`src/core/asc_reg_map.svh`:
```
`ifndef ASC_REG_MAP_SVH
`define ASC_REG_MAP_SVH

// Register indices; byte address is four times the index
`define ASC_IDX_SETUP_FIRST   8'h19
`define ASC_IDX_SETUP_LAST    8'h20
`define ASC_IDX_SELECT        8'h40
`define ASC_IDX_ACTIVE        8'h41
`define ASC_IDX_EFF_GAIN      8'h42

// Field positions in a setup word
`define ASC_EXC_B_HI          15
`define ASC_EXC_B_LO          13
`define ASC_EXC_A_HI          12
`define ASC_EXC_A_LO          10
`define ASC_BURN_HI           9
`define ASC_BURN_LO           8
`define ASC_REF_POS_BIT       7
`define ASC_REF_NEG_BIT       6
`define ASC_REF_SEL_HI        5
`define ASC_REF_SEL_LO        4
`define ASC_GAIN_HI           3
`define ASC_GAIN_LO           1
`define ASC_BYPASS_BIT        0

// Reset and fixed values
`define ASC_SETUP_RESET       16'h0000
`define ASC_UNITY_GAIN_CODE   3'h0
`define ASC_SELECT_RESET      3'h0
`define ASC_WAIT_CYCLES       2'h1

`endif

```
`src/core/asc_pkg.sv`:
```
`default_nettype none

package asc_pkg;

	typedef logic [15:0] asc_word_type;
	typedef logic [2:0]  asc_index_type;

	typedef enum logic [1:0] {
		asc_ref_ext_a    = 2'b00,
		asc_ref_ext_b    = 2'b01,
		asc_ref_internal = 2'b10,
		asc_ref_supply   = 2'b11
	} asc_ref_type;

	typedef enum logic [1:0] {
		asc_bus_idle = 2'b00,
		asc_bus_wait = 2'b01,
		asc_bus_done = 2'b10
	} asc_bus_state_type;

endpackage : asc_pkg

`default_nettype wire

```
`src/core/asc_setup_reg.sv`:
```
`include "asc_reg_map.svh"
`default_nettype none

module asc_setup_reg #(
	parameter int WIDTH = 16
) (
	// Clock and reset
	input  wire logic             sys_clk,
	input  wire logic             rst_b,
	// Write port
	input  wire logic             write_en,
	input  wire logic [WIDTH-1:0] write_data,
	// Stored word
	output logic      [WIDTH-1:0] value
);

	// Every field is plain read/write; gain code is kept even under bypass
	always_ff @(posedge sys_clk or negedge rst_b) begin
		if (!rst_b) begin
			value <= `ASC_SETUP_RESET;
		end else if (write_en) begin
			value <= write_data;
		end
	end

endmodule : asc_setup_reg

`default_nettype wire

```
`src/core/asc_setup_bank.sv`:
```
`include "asc_reg_map.svh"
`default_nettype none

////////////////////////////////////////////////////////////////////////////////
// Functional notes
// - Eight setup words at consecutive indices, all zero after reset.
// - Bits 15..13 hold excitation source B level; zero is off, seven smallest.
// - Bits 12..10 hold excitation source A level, same coding as source B.
// - Bits 9..8 hold burnout current code; zero off, higher codes larger.
// - Bit 7 set turns positive reference buffer on, clear bypasses it.
// - Bit 6 set turns negative reference buffer on, clear bypasses it.
// - Bits 5..4 select reference: pair A, pair B, internal, supply rails.
// - Bits 3..1 give gain code k, gain two to the power k.
// - Bit 0 set enables gain bypass, clear disables it.
// - With bypass set the gain code is ignored and unity gain applies.
// - A setup drives the front end only when the channel or the software override selects it.
module asc_setup_bank #(
	parameter int NUM_SETUPS = 8
) (
	// Clock and reset
	input  wire logic                  sys_clk,
	input  wire logic                  rst_b,
	// Avalon-MM slave
	input  wire logic [9:0]            avs_address,
	input  wire logic                  avs_read,
	input  wire logic                  avs_write,
	input  wire logic [31:0]           avs_writedata,
	input  wire logic [3:0]            avs_byteenable,
	output logic      [31:0]           avs_readdata,
	output logic                       avs_waitrequest,
	output logic      [1:0]            avs_response,
	// Setup chosen by the channel sequencer
	input  wire asc_pkg::asc_index_type chan_setup_sel,
	input  wire logic                  chan_setup_valid,
	// Active setup to the analog front end
	output logic      [2:0]            excite_src_b_level,
	output logic      [2:0]            excite_src_a_level,
	output logic      [1:0]            burnout_level,
	output logic                       ref_pos_buffer_on,
	output logic                       ref_neg_buffer_on,
	output var asc_pkg::asc_ref_type    ref_source,
	output logic      [2:0]            gain_code,
	output logic                       gain_bypass,
	output logic      [2:0]            applied_gain_code,
	output logic                       front_end_active
);
	import asc_pkg::*;

	////////////////////////////////////////////////////////////////////////////
	// Bus decode
	asc_bus_state_type state;
	asc_bus_state_type next_state;
	logic [7:0]        index;
	logic              in_bank;
	logic              hit_select;
	logic              hit_active;
	logic              hit_eff_gain;
	logic              mapped;
	logic              access;
	logic              lanes_low;
	logic [2:0]        slot;
	logic [2:0]        sw_select;
	logic              sw_override;
	asc_word_type      words [NUM_SETUPS];
	asc_word_type      write_word;
	asc_word_type      active_word;
	asc_index_type     active_sel;
	logic              active_valid;
	logic [2:0]        eff_gain;
	logic [31:0]       read_mux;
	logic [NUM_SETUPS-1:0] write_hit;

	assign index        = avs_address[9:2];
	assign in_bank      = (index >= `ASC_IDX_SETUP_FIRST) && (index <= `ASC_IDX_SETUP_LAST);
	assign slot         = 3'(index - `ASC_IDX_SETUP_FIRST);
	assign hit_select   = (index == `ASC_IDX_SELECT);
	assign hit_active   = (index == `ASC_IDX_ACTIVE);
	assign hit_eff_gain = (index == `ASC_IDX_EFF_GAIN);
	assign mapped       = in_bank | hit_select | hit_active | hit_eff_gain;
	assign access       = (avs_read | avs_write) && (state == asc_bus_idle);
	assign lanes_low    = avs_byteenable[1] & avs_byteenable[0];

	// Only full low-halfword writes land, so a field is never half updated
	assign write_word   = avs_writedata[15:0];

	////////////////////////////////////////////////////////////////////////////
	// Handshake: one wait cycle from asc_bus_idle, two from asc_bus_done; answer in the cycle after the wait
	always_comb begin
		next_state = state;
		case (state)
			asc_bus_idle: begin
				if (avs_read | avs_write) begin
					next_state = asc_bus_wait;
				end
			end
			asc_bus_wait: next_state = asc_bus_done;
			asc_bus_done: next_state = asc_bus_idle;
			default:      next_state = asc_bus_idle;
		endcase
	end

	always_ff @(posedge sys_clk or negedge rst_b) begin
		if (!rst_b) begin
			state <= asc_bus_idle;
		end else begin
			state <= next_state;
		end
	end

	////////////////////////////////////////////////////////////////////////////
	// Setup word storage
	genvar g;
	generate
		for (g = 0; g < NUM_SETUPS; g++) begin : gen_setup
			assign write_hit[g] = (state == asc_bus_wait) && avs_write && in_bank && lanes_low
			                      && (slot == 3'(g));
			asc_setup_reg #(.WIDTH(16)) u_setup (
				.sys_clk    (sys_clk),
				.rst_b      (rst_b),
				.write_en   (write_hit[g]),
				.write_data (write_word),
				.value      (words[g])
			);
		end
	endgenerate

	////////////////////////////////////////////////////////////////////////////
	// Software override of the selection, for bring-up without the sequencer
	always_ff @(posedge sys_clk or negedge rst_b) begin
		if (!rst_b) begin
			sw_select   <= `ASC_SELECT_RESET;
			sw_override <= 1'b0;
		end else if ((state == asc_bus_wait) && avs_write && hit_select && avs_byteenable[0]) begin
			sw_select   <= avs_writedata[2:0];
			sw_override <= avs_writedata[4];
		end
	end

	////////////////////////////////////////////////////////////////////////////
	// Active setup selection
	assign active_sel   = sw_override ? sw_select : chan_setup_sel;
	assign active_valid = sw_override | chan_setup_valid;
	assign active_word  = active_valid ? words[active_sel] : `ASC_SETUP_RESET;
	assign eff_gain     = active_word[`ASC_BYPASS_BIT] ? `ASC_UNITY_GAIN_CODE
	                      : active_word[`ASC_GAIN_HI:`ASC_GAIN_LO];

	always_ff @(posedge sys_clk or negedge rst_b) begin
		if (!rst_b) begin
			excite_src_b_level <= 3'h0;
			excite_src_a_level <= 3'h0;
			burnout_level      <= 2'h0;
			ref_pos_buffer_on  <= 1'b0;
			ref_neg_buffer_on  <= 1'b0;
			ref_source         <= asc_ref_ext_a;
			gain_code          <= 3'h0;
			gain_bypass        <= 1'b0;
			applied_gain_code  <= 3'h0;
			front_end_active   <= 1'b0;
		end else begin
			excite_src_b_level <= active_word[`ASC_EXC_B_HI:`ASC_EXC_B_LO];
			excite_src_a_level <= active_word[`ASC_EXC_A_HI:`ASC_EXC_A_LO];
			burnout_level      <= active_word[`ASC_BURN_HI:`ASC_BURN_LO];
			ref_pos_buffer_on  <= active_word[`ASC_REF_POS_BIT];
			ref_neg_buffer_on  <= active_word[`ASC_REF_NEG_BIT];
			ref_source         <= asc_ref_type'(active_word[`ASC_REF_SEL_HI:`ASC_REF_SEL_LO]);
			gain_code          <= active_word[`ASC_GAIN_HI:`ASC_GAIN_LO];
			gain_bypass        <= active_word[`ASC_BYPASS_BIT];
			applied_gain_code  <= eff_gain;
			front_end_active   <= active_valid;
		end
	end

	////////////////////////////////////////////////////////////////////////////
	// Read path
	always_comb begin
		read_mux = 32'h0000_0000;
		if (in_bank) begin
			read_mux = {16'h0000, words[slot]};
		end else if (hit_select) begin
			read_mux = {27'h000_0000, sw_override, 1'b0, sw_select};
		end else if (hit_active) begin
			read_mux = {16'h0000, active_word};
		end else if (hit_eff_gain) begin
			read_mux = {28'h000_0000, active_valid, eff_gain};
		end
	end

	// Unmapped addresses answer with a slave error and zero data
	always_ff @(posedge sys_clk or negedge rst_b) begin
		if (!rst_b) begin
			avs_readdata    <= 32'h0000_0000;
			avs_waitrequest <= 1'b1;
			avs_response    <= 2'h0;
		end else begin
			avs_waitrequest <= !((state == asc_bus_idle) && access);
			if ((state == asc_bus_idle) && access) begin
				avs_readdata <= (avs_read && mapped) ? read_mux : 32'h0000_0000;
				avs_response <= mapped ? 2'h0 : 2'h2;
			end
		end
	end

endmodule : asc_setup_bank

`default_nettype wire

```
`config.mk`:
```
export PLATFORM = sky130hd
export DESIGN_NAME = asc_setup_bank
export DESIGN_NICKNAME = d
export VERILOG_FILES = /design/src/core/asc_pkg.sv /design/src/core/asc_setup_reg.sv /design/src/core/asc_setup_bank.sv
export VERILOG_INCLUDE_DIRS = /design/src /design/src/core
export SDC_FILE = /design/constraint.sdc
export NUM_CORES = 1
export LEC_CHECK = 0
export ABC_AREA = 1
export BUFFER_PORTS_ARGS = -buffer_cell sky130_fd_sc_hd__buf_2
export CAP_MARGIN = 20
export CORE_UTILIZATION = 41
export DETAILED_ROUTE_END_ITERATION = 10
export GPL_TIMING_DRIVEN = 0
export PLACE_DENSITY = 0.69
export SYNTH_ARGS = -nofsm -noshare
export SYNTH_HDL_FRONTEND = slang
export SYNTH_SLANG_ARGS = --single-unit
```
`constraint.sdc`:
```
create_clock -name sys_clk -period 2.38 [get_ports sys_clk]
set_clock_uncertainty 0.15 [all_clocks]
set_input_delay 0.476 -clock sys_clk [delete_from_list [all_inputs] [get_ports sys_clk]]
set_output_delay 0.476 -clock sys_clk [all_outputs]
set_load 0.03 [all_outputs]
```
* Yosys cells after proc, flatten, opt, wreduce, memory -nomap -nowiden
Index checks and enable logic that the tools add are counted.
** Operators by class
- $lt $le $gt $ge :: 4
- Reduce and logical (&&, ||, !) cells :: 20
- Equality and inequality tests :: 12
- Multiplexer cells :: 17
- Add/sub/neg operators :: 1
- Bitwise operators :: 8
** Operators with widths (count)
- $mux W16 :: 8
- $bmux W16 S3 :: 2
- $mux W32 :: 1
- $eq A8 B7 Y1 const B :: 3
- $logic_and A1 B1 Y1 :: 17
- $eq A3 B3 Y1 const B :: 4
- $ge A4 B4 Y1 const B :: 2
- $ge A8 B5 Y1 const B :: 1
- $le A8 B6 Y1 const B :: 1
- $not A3 Y4 :: 2
- $eq A3 B2 Y1 const B :: 2
- $mux W3 :: 2
- $or A1 B1 Y1 :: 5
- $mux W2 :: 2
- $mux W4 :: 1
- $pmux W2 S2 :: 1
- $eq A3 B1 Y1 const B :: 1
- $logic_not A3 Y1 :: 1
- $sub A3 B1 Y3 const B :: 1
- $eq A2 B1 Y1 const B :: 1
- $logic_not A2 Y1 :: 1
- $ne A2 B2 Y1 const B :: 1
- $and A1 B1 Y1 :: 1
- $logic_not A1 Y1 :: 1
** Storage, ports and cells
- Logic and storage cells :: 86
- Bits in registers :: 189

* Logic depth before layout (Yosys ltp)
- Depth in word-level cells :: 12
- Mapped depth :: 14
- Mapped depth without buffers :: 12

* Cells and area by module
From an unflattened synthesis, not the netlist that was laid out.
** Second synthesis, totals
- Cells, all modules :: 1318
- Area total of the unflattened synthesis :: 9883.2 sq um
** Modules (own cells, without submodules)
- asc_setup_reg :: area an instance 644.4 sq um, instances 8, cells an instance 68
- asc_setup_bank :: area an instance 4728.3 sq um, instances 1, cells an instance 774

* Least setup slack after synthesis
No wires, ideal clock.
- Kind :: input -> register
- From :: input avs_address[2]
- To :: register gen_setup[5].u_setup.value[2]
- Setup time :: 0.132 ns
- Arrival time :: 2.180 ns
- Path slack :: -0.081 ns
- Data required time :: 2.098 ns
- Buffers on the path :: 2
- Stages on the path :: 11
- Cells stage by stage :: clkinv_1 -> clkbuf_1 -> ha_1 -> nor3b_1 -> o21ai_1 -> nand3_2 -> nor2_4 -> nand3_1 -> clkbuf_1 -> nand2_1 -> o21ai_0
** On the way
- Longest elaborated chain between the ends :: 5
- Elaborated cells on any way between the ends :: 8
** Ends and longest elaborated chain
- from (decl) :: line asc_setup_bank.sv:24 : input wire logic [9:0] avs_address,
- $ge A8 B5 Y1 (no line) or $le A8 B6 Y1 (tied branches)
- $logic_and A1 B1 Y1 :: line asc_setup_bank.sv:74 : assign in_bank = (index >= `ASC_IDX_SETUP_FIRST) && (index <= `ASC_IDX_SETUP_LAST);
- $logic_and A1 B1 Y1 (2 in series) :: line asc_setup_bank.sv:115 : assign write_hit[g] = (state == asc_bus_wait) && avs_write && in_bank && lanes_low
- $logic_and A1 B1 Y1 (*) :: line asc_setup_bank.sv:116 : && (slot == 3'(g));
- to (signal assigned) :: line asc_setup_reg.sv:20 : value <= `ASC_SETUP_RESET;
- to (signal assigned) :: line asc_setup_reg.sv:22 : value <= write_data;
- to (decl) :: line asc_setup_reg.sv:14 : output logic [WIDTH-1:0] value
Mark *: on every way between the ends. The rest lies on a longest branch, timed or not.
A chain may end at the register's enable or synchronous reset.

* Final worst setup path
- From :: input avs_address[2]
- To :: register gen_setup[1].u_setup.value[9]
** On the way
- Longest elaborated chain between the ends :: 5
- Elaborated cells on any way between the ends :: 8
** Ends and longest elaborated chain (line)
- $ge A8 B5 Y1 (no line) or $le A8 B6 Y1 (tied branches)
- $logic_and A1 B1 Y1 :: asc_setup_bank.sv:74
- $logic_and A1 B1 Y1 (2 in series) :: asc_setup_bank.sv:115
- $logic_and A1 B1 Y1 (*) :: asc_setup_bank.sv:116
- to (signal assigned) :: asc_setup_reg.sv:20
- to (signal assigned) :: asc_setup_reg.sv:22
- to (decl) :: asc_setup_reg.sv:14
Marks and branches as above.

==> flow_summary_export.csv <==
group,metric,value,unit
global_routing,grt_pass1_wl,44900,um
final_layout,drive_above_1_share,17.9,%
sta,drv_slew,0,
sta,fin_crit_sh,95.2,%
pwr,p_switching,2070,uW
global_routing,grt_max_degree,95,
pwr,pwr-share-clk,41.0,%
logic_synthesis,synthTopCellsByCount,"nand2_1 (273), o21ai_0 (198), dfrtp_1 (171)",
place,hpwlAfterDp,21400,um
final_layout,fin_nets,1375,
detailed_routing,detail_route.vias_per_cell,5.37,
detailed_routing,drt_first_iter_violations,790,
cts,root_buffer,"clkbuf_16",
setup_path,ff2ff_path_depth,12,
sta,fmax,441,MHz
setup_path,setup.worst_path.end_class,"register",
final_layout,n_antenna_cell,0,
pwr,peakVddDrop,0.000454,V
floorplanning,rows,54,
logic_synthesis,syn_area,9100,um2
logic_synthesis,yosysSeqAreaShare,47.3,%
pwr,p_comb_share,15.2,%
setup_path,crit_arrival,2430,ps
sta,rsz0062_at_grt,"no",
setup_path,r2r-end,"avs_readdata[2]",
floorplanning,ioPinCount,109,
cts,path_clk_slew,70,ps
place,placedCellCount,1568,
setup_path,rrSetupSlack,110,ps
setup_path,cp_data_required_time,2540,ps
logic_synthesis,netlist.top_cell.by_area,"dfrtp_1",
global_routing,grt_use_met1,36.8,%
floorplanning,start_util,41.8,%
sta,setup_tns,0,ps
global_routing,grt.busiest_layer,"met2",
setup_path,r2r_start,"sw_override",
pwr,seqPwrFrac,43.8,%
final_layout,area_growth,20.8,%
pwr,switching_share,29.4,%
sta,layout_min_cycle_time,2270,ps
logic_synthesis,synth-edff-count,0,
logic_synthesis,synth_most_common_cell,"nand2_1",
hold_path,min-delay-path-class,"input port to register",
logic_synthesis,synthArstFlopShare,100,%
cts,clkSinkCount,172,
pwr,p_leak,0.00536,uW
logic_synthesis,ys_types,29,
global_routing,overflow,0,
floorplanning,core,21800,um2
detailed_routing,drt_first_pass_iters,6,
global_routing,grt_pass1_vias,8073,
detailed_routing,ant_nets,0,
logic_synthesis,synthCells,1200,
sta,setup_violations,0,
detailed_routing,wl_per_cell,17.9,um
logic_synthesis,synth.area.top_cells,"dfrtp_1 (47%), nand2_1 (11%), o21ai_0 (11%)",
sta,final_hold_viol_count,0,
cts,clkLatencyLatePin,440,ps
setup_path,startpoint_type,"input port",
run_status,status,"finished clean",
final_layout,fin_cells,1609,
hold_path,min-delay-start,"avs_write",
global_routing,use_met3,4.10,%
place,gp_congestion,0.954,
setup_path,crit_type,"input port to register",
hold_path,whs_endpoint,"state[0]",
logic_synthesis,synth_seq_cells,172,
global_routing,use_met2,40.9,%
floorplanning,die_h,151,um
sta,setup_ws,115,ps
detailed_routing,totalWireLength,28800,um
floorplanning,fp.dieW,151,um
detailed_routing,drc,0,
logic_synthesis,ys.flop_type,"dfrtp_1",
pwr,p_int,4970,uW
final_layout,fin_area,11000,um2
floorplanning,die_area,22800,um2
pwr,report.power.total,7040,uW
detailed_routing,vias,8645,
sta,worst_slew_pin_slew,668,ps
place,port-buffer-count,71,
setup_path,path_max_fanout,12,
cts,cts_made_buffers,17,
global_routing,track_usage,26.2,%
run,max_cap_violations,0,
hold_path,whs_path_depth,3,
sta,max_slew_margin,55.5,%
final_layout,n_fill_cell,2065,
cts,htreeDepth,4,
logic_synthesis,ys_warn_count,0,
cts,clockBufferDepth,2,
global_routing,antenna_found_initial,0,
cts,cts_tree,"yes",
place,place_area,9920,um2
logic_synthesis,syn_avg_cell_area,7.58,um2
pwr,power_density,641,nW/um2
place,dp_slack,-737,ps
logic_synthesis,netlist.area_leader.share,47.0,%
## sequential cells by signal, indices dropped and copies added, names as in the netlist, 2 cells and up
register,count
burnout_level,2
avs_readdata,16
gain_code,3
sw_select,3
excite_src_b_level,3
applied_gain_code,3
gen_setup.u_setup.value,128
ref_source,2
state,2
excite_src_a_level,3
## layer usage
layer  share of wire [%]  up-vias
met2                  45      431
met1                  44     4024
li1                    -     4146
met4                 2.3        0
met3                 8.1       44
met5                   0        -
## per-stage QoR
step	hold WS [ps]	utilization (%)
floorplan	30.4	-
global placement	275	45.4
detailed placement	287	45.6
CTS	165	49.1
global route	231	50.5
finish	189	50.5
## critical path: stages
cell	delay, ps
clkbuf_4	150
clkinv_4	70
clkbuf_8	180
ha_2	330
nand3_1	110
nand2_1	80
nand3_2	170
nor2_4	170
buf_12	170
nand3_4	170
clkbuf_16	220
nand2_1	50
o21ai_0	80
## layout by cell type, fill, tap and decap left out, types with 6 or more instances in the layout
master,instances
nand2_1,272
o21ai_0,184
dfrtp_1,171
nand3_1,129
inv_1,127
buf_2,77
nor2_1,68
buf_4,30
o21ai_1,28
o211ai_1,27
or2_2,23
o221ai_1,22
clkbuf_1,18
buf_6,18
a21oi_1,18
clkbuf_16,18
conb_1,17
clkbuf_2,13
clkbuf_4,10
nand3_4,8
clkinv_4,6
## how the worst max path moves through the flow
stage,from,end,slack (ps),cells after the start
after global placement,rst_b,gen_setup[0].u_setup.value[1],-1920,1
after floorplan,avs_address[2],gen_setup[6].u_setup.value[10],80,11
after CTS,avs_address[2],gen_setup[6].u_setup.value[3],30,13
final,avs_address[2],gen_setup[1].u_setup.value[9],110,13
after detailed placement,avs_address[2],gen_setup[1].u_setup.value[8],-740,10
after global routing,sw_override,avs_readdata[12],20,13
## repair_timing
item                                    4_1_cts  5_1_grt
pin swaps                                     2        3
cloned                                        0        2
setup buffers                                 2        4
endpoints found under the hold margin        77        0
hold buffers                                  1        0
endpoints found under the setup margin      144      144
resized for setup                            41      123
## power by group through the flow
stage / registers [uW] / logic [uW] / clock network, uW
final: 3080 / 1070 / 2890
after global routing: 3100 / 1180 / 3060
after CTS: 3080 / 1030 / 2920
after detailed placement: 3140 / 1010 / 0
after global placement: 3140 / 987 / 0
after floorplan: 3210 / 572 / 0
## final cells by class
class | instances | area [um2] | area share [%]
repair buffers | 81 | 499 | 4.54
clock inverters | 13 | 159 | 1.45
inverters | 132 | 500 | 4.56
flip-flops and latches | 172 | 4310 | 39.2
well taps | 280 | 350 | 3.19
plain buffers | 93 | 663 | 6.04
multi-input cells | 819 | 4050 | 36.9
clock buffers | 19 | 453 | 4.12
## cells by family (layout without fill, tap and decap cells)
family          after synthesis  count (layout)  share of synthesized area (%)
xor+xnor                      1               1                         0.0963
simple gates                513             513                           24.1
flops                       172             172                           47.3
compound gates              283             283                           17.4
other cells                   1              17                         0.0412
buf+inv                     225             338                           10.4
fa+ha+maj                     5               5                          0.688
Power figures use the tool's default switching activity.
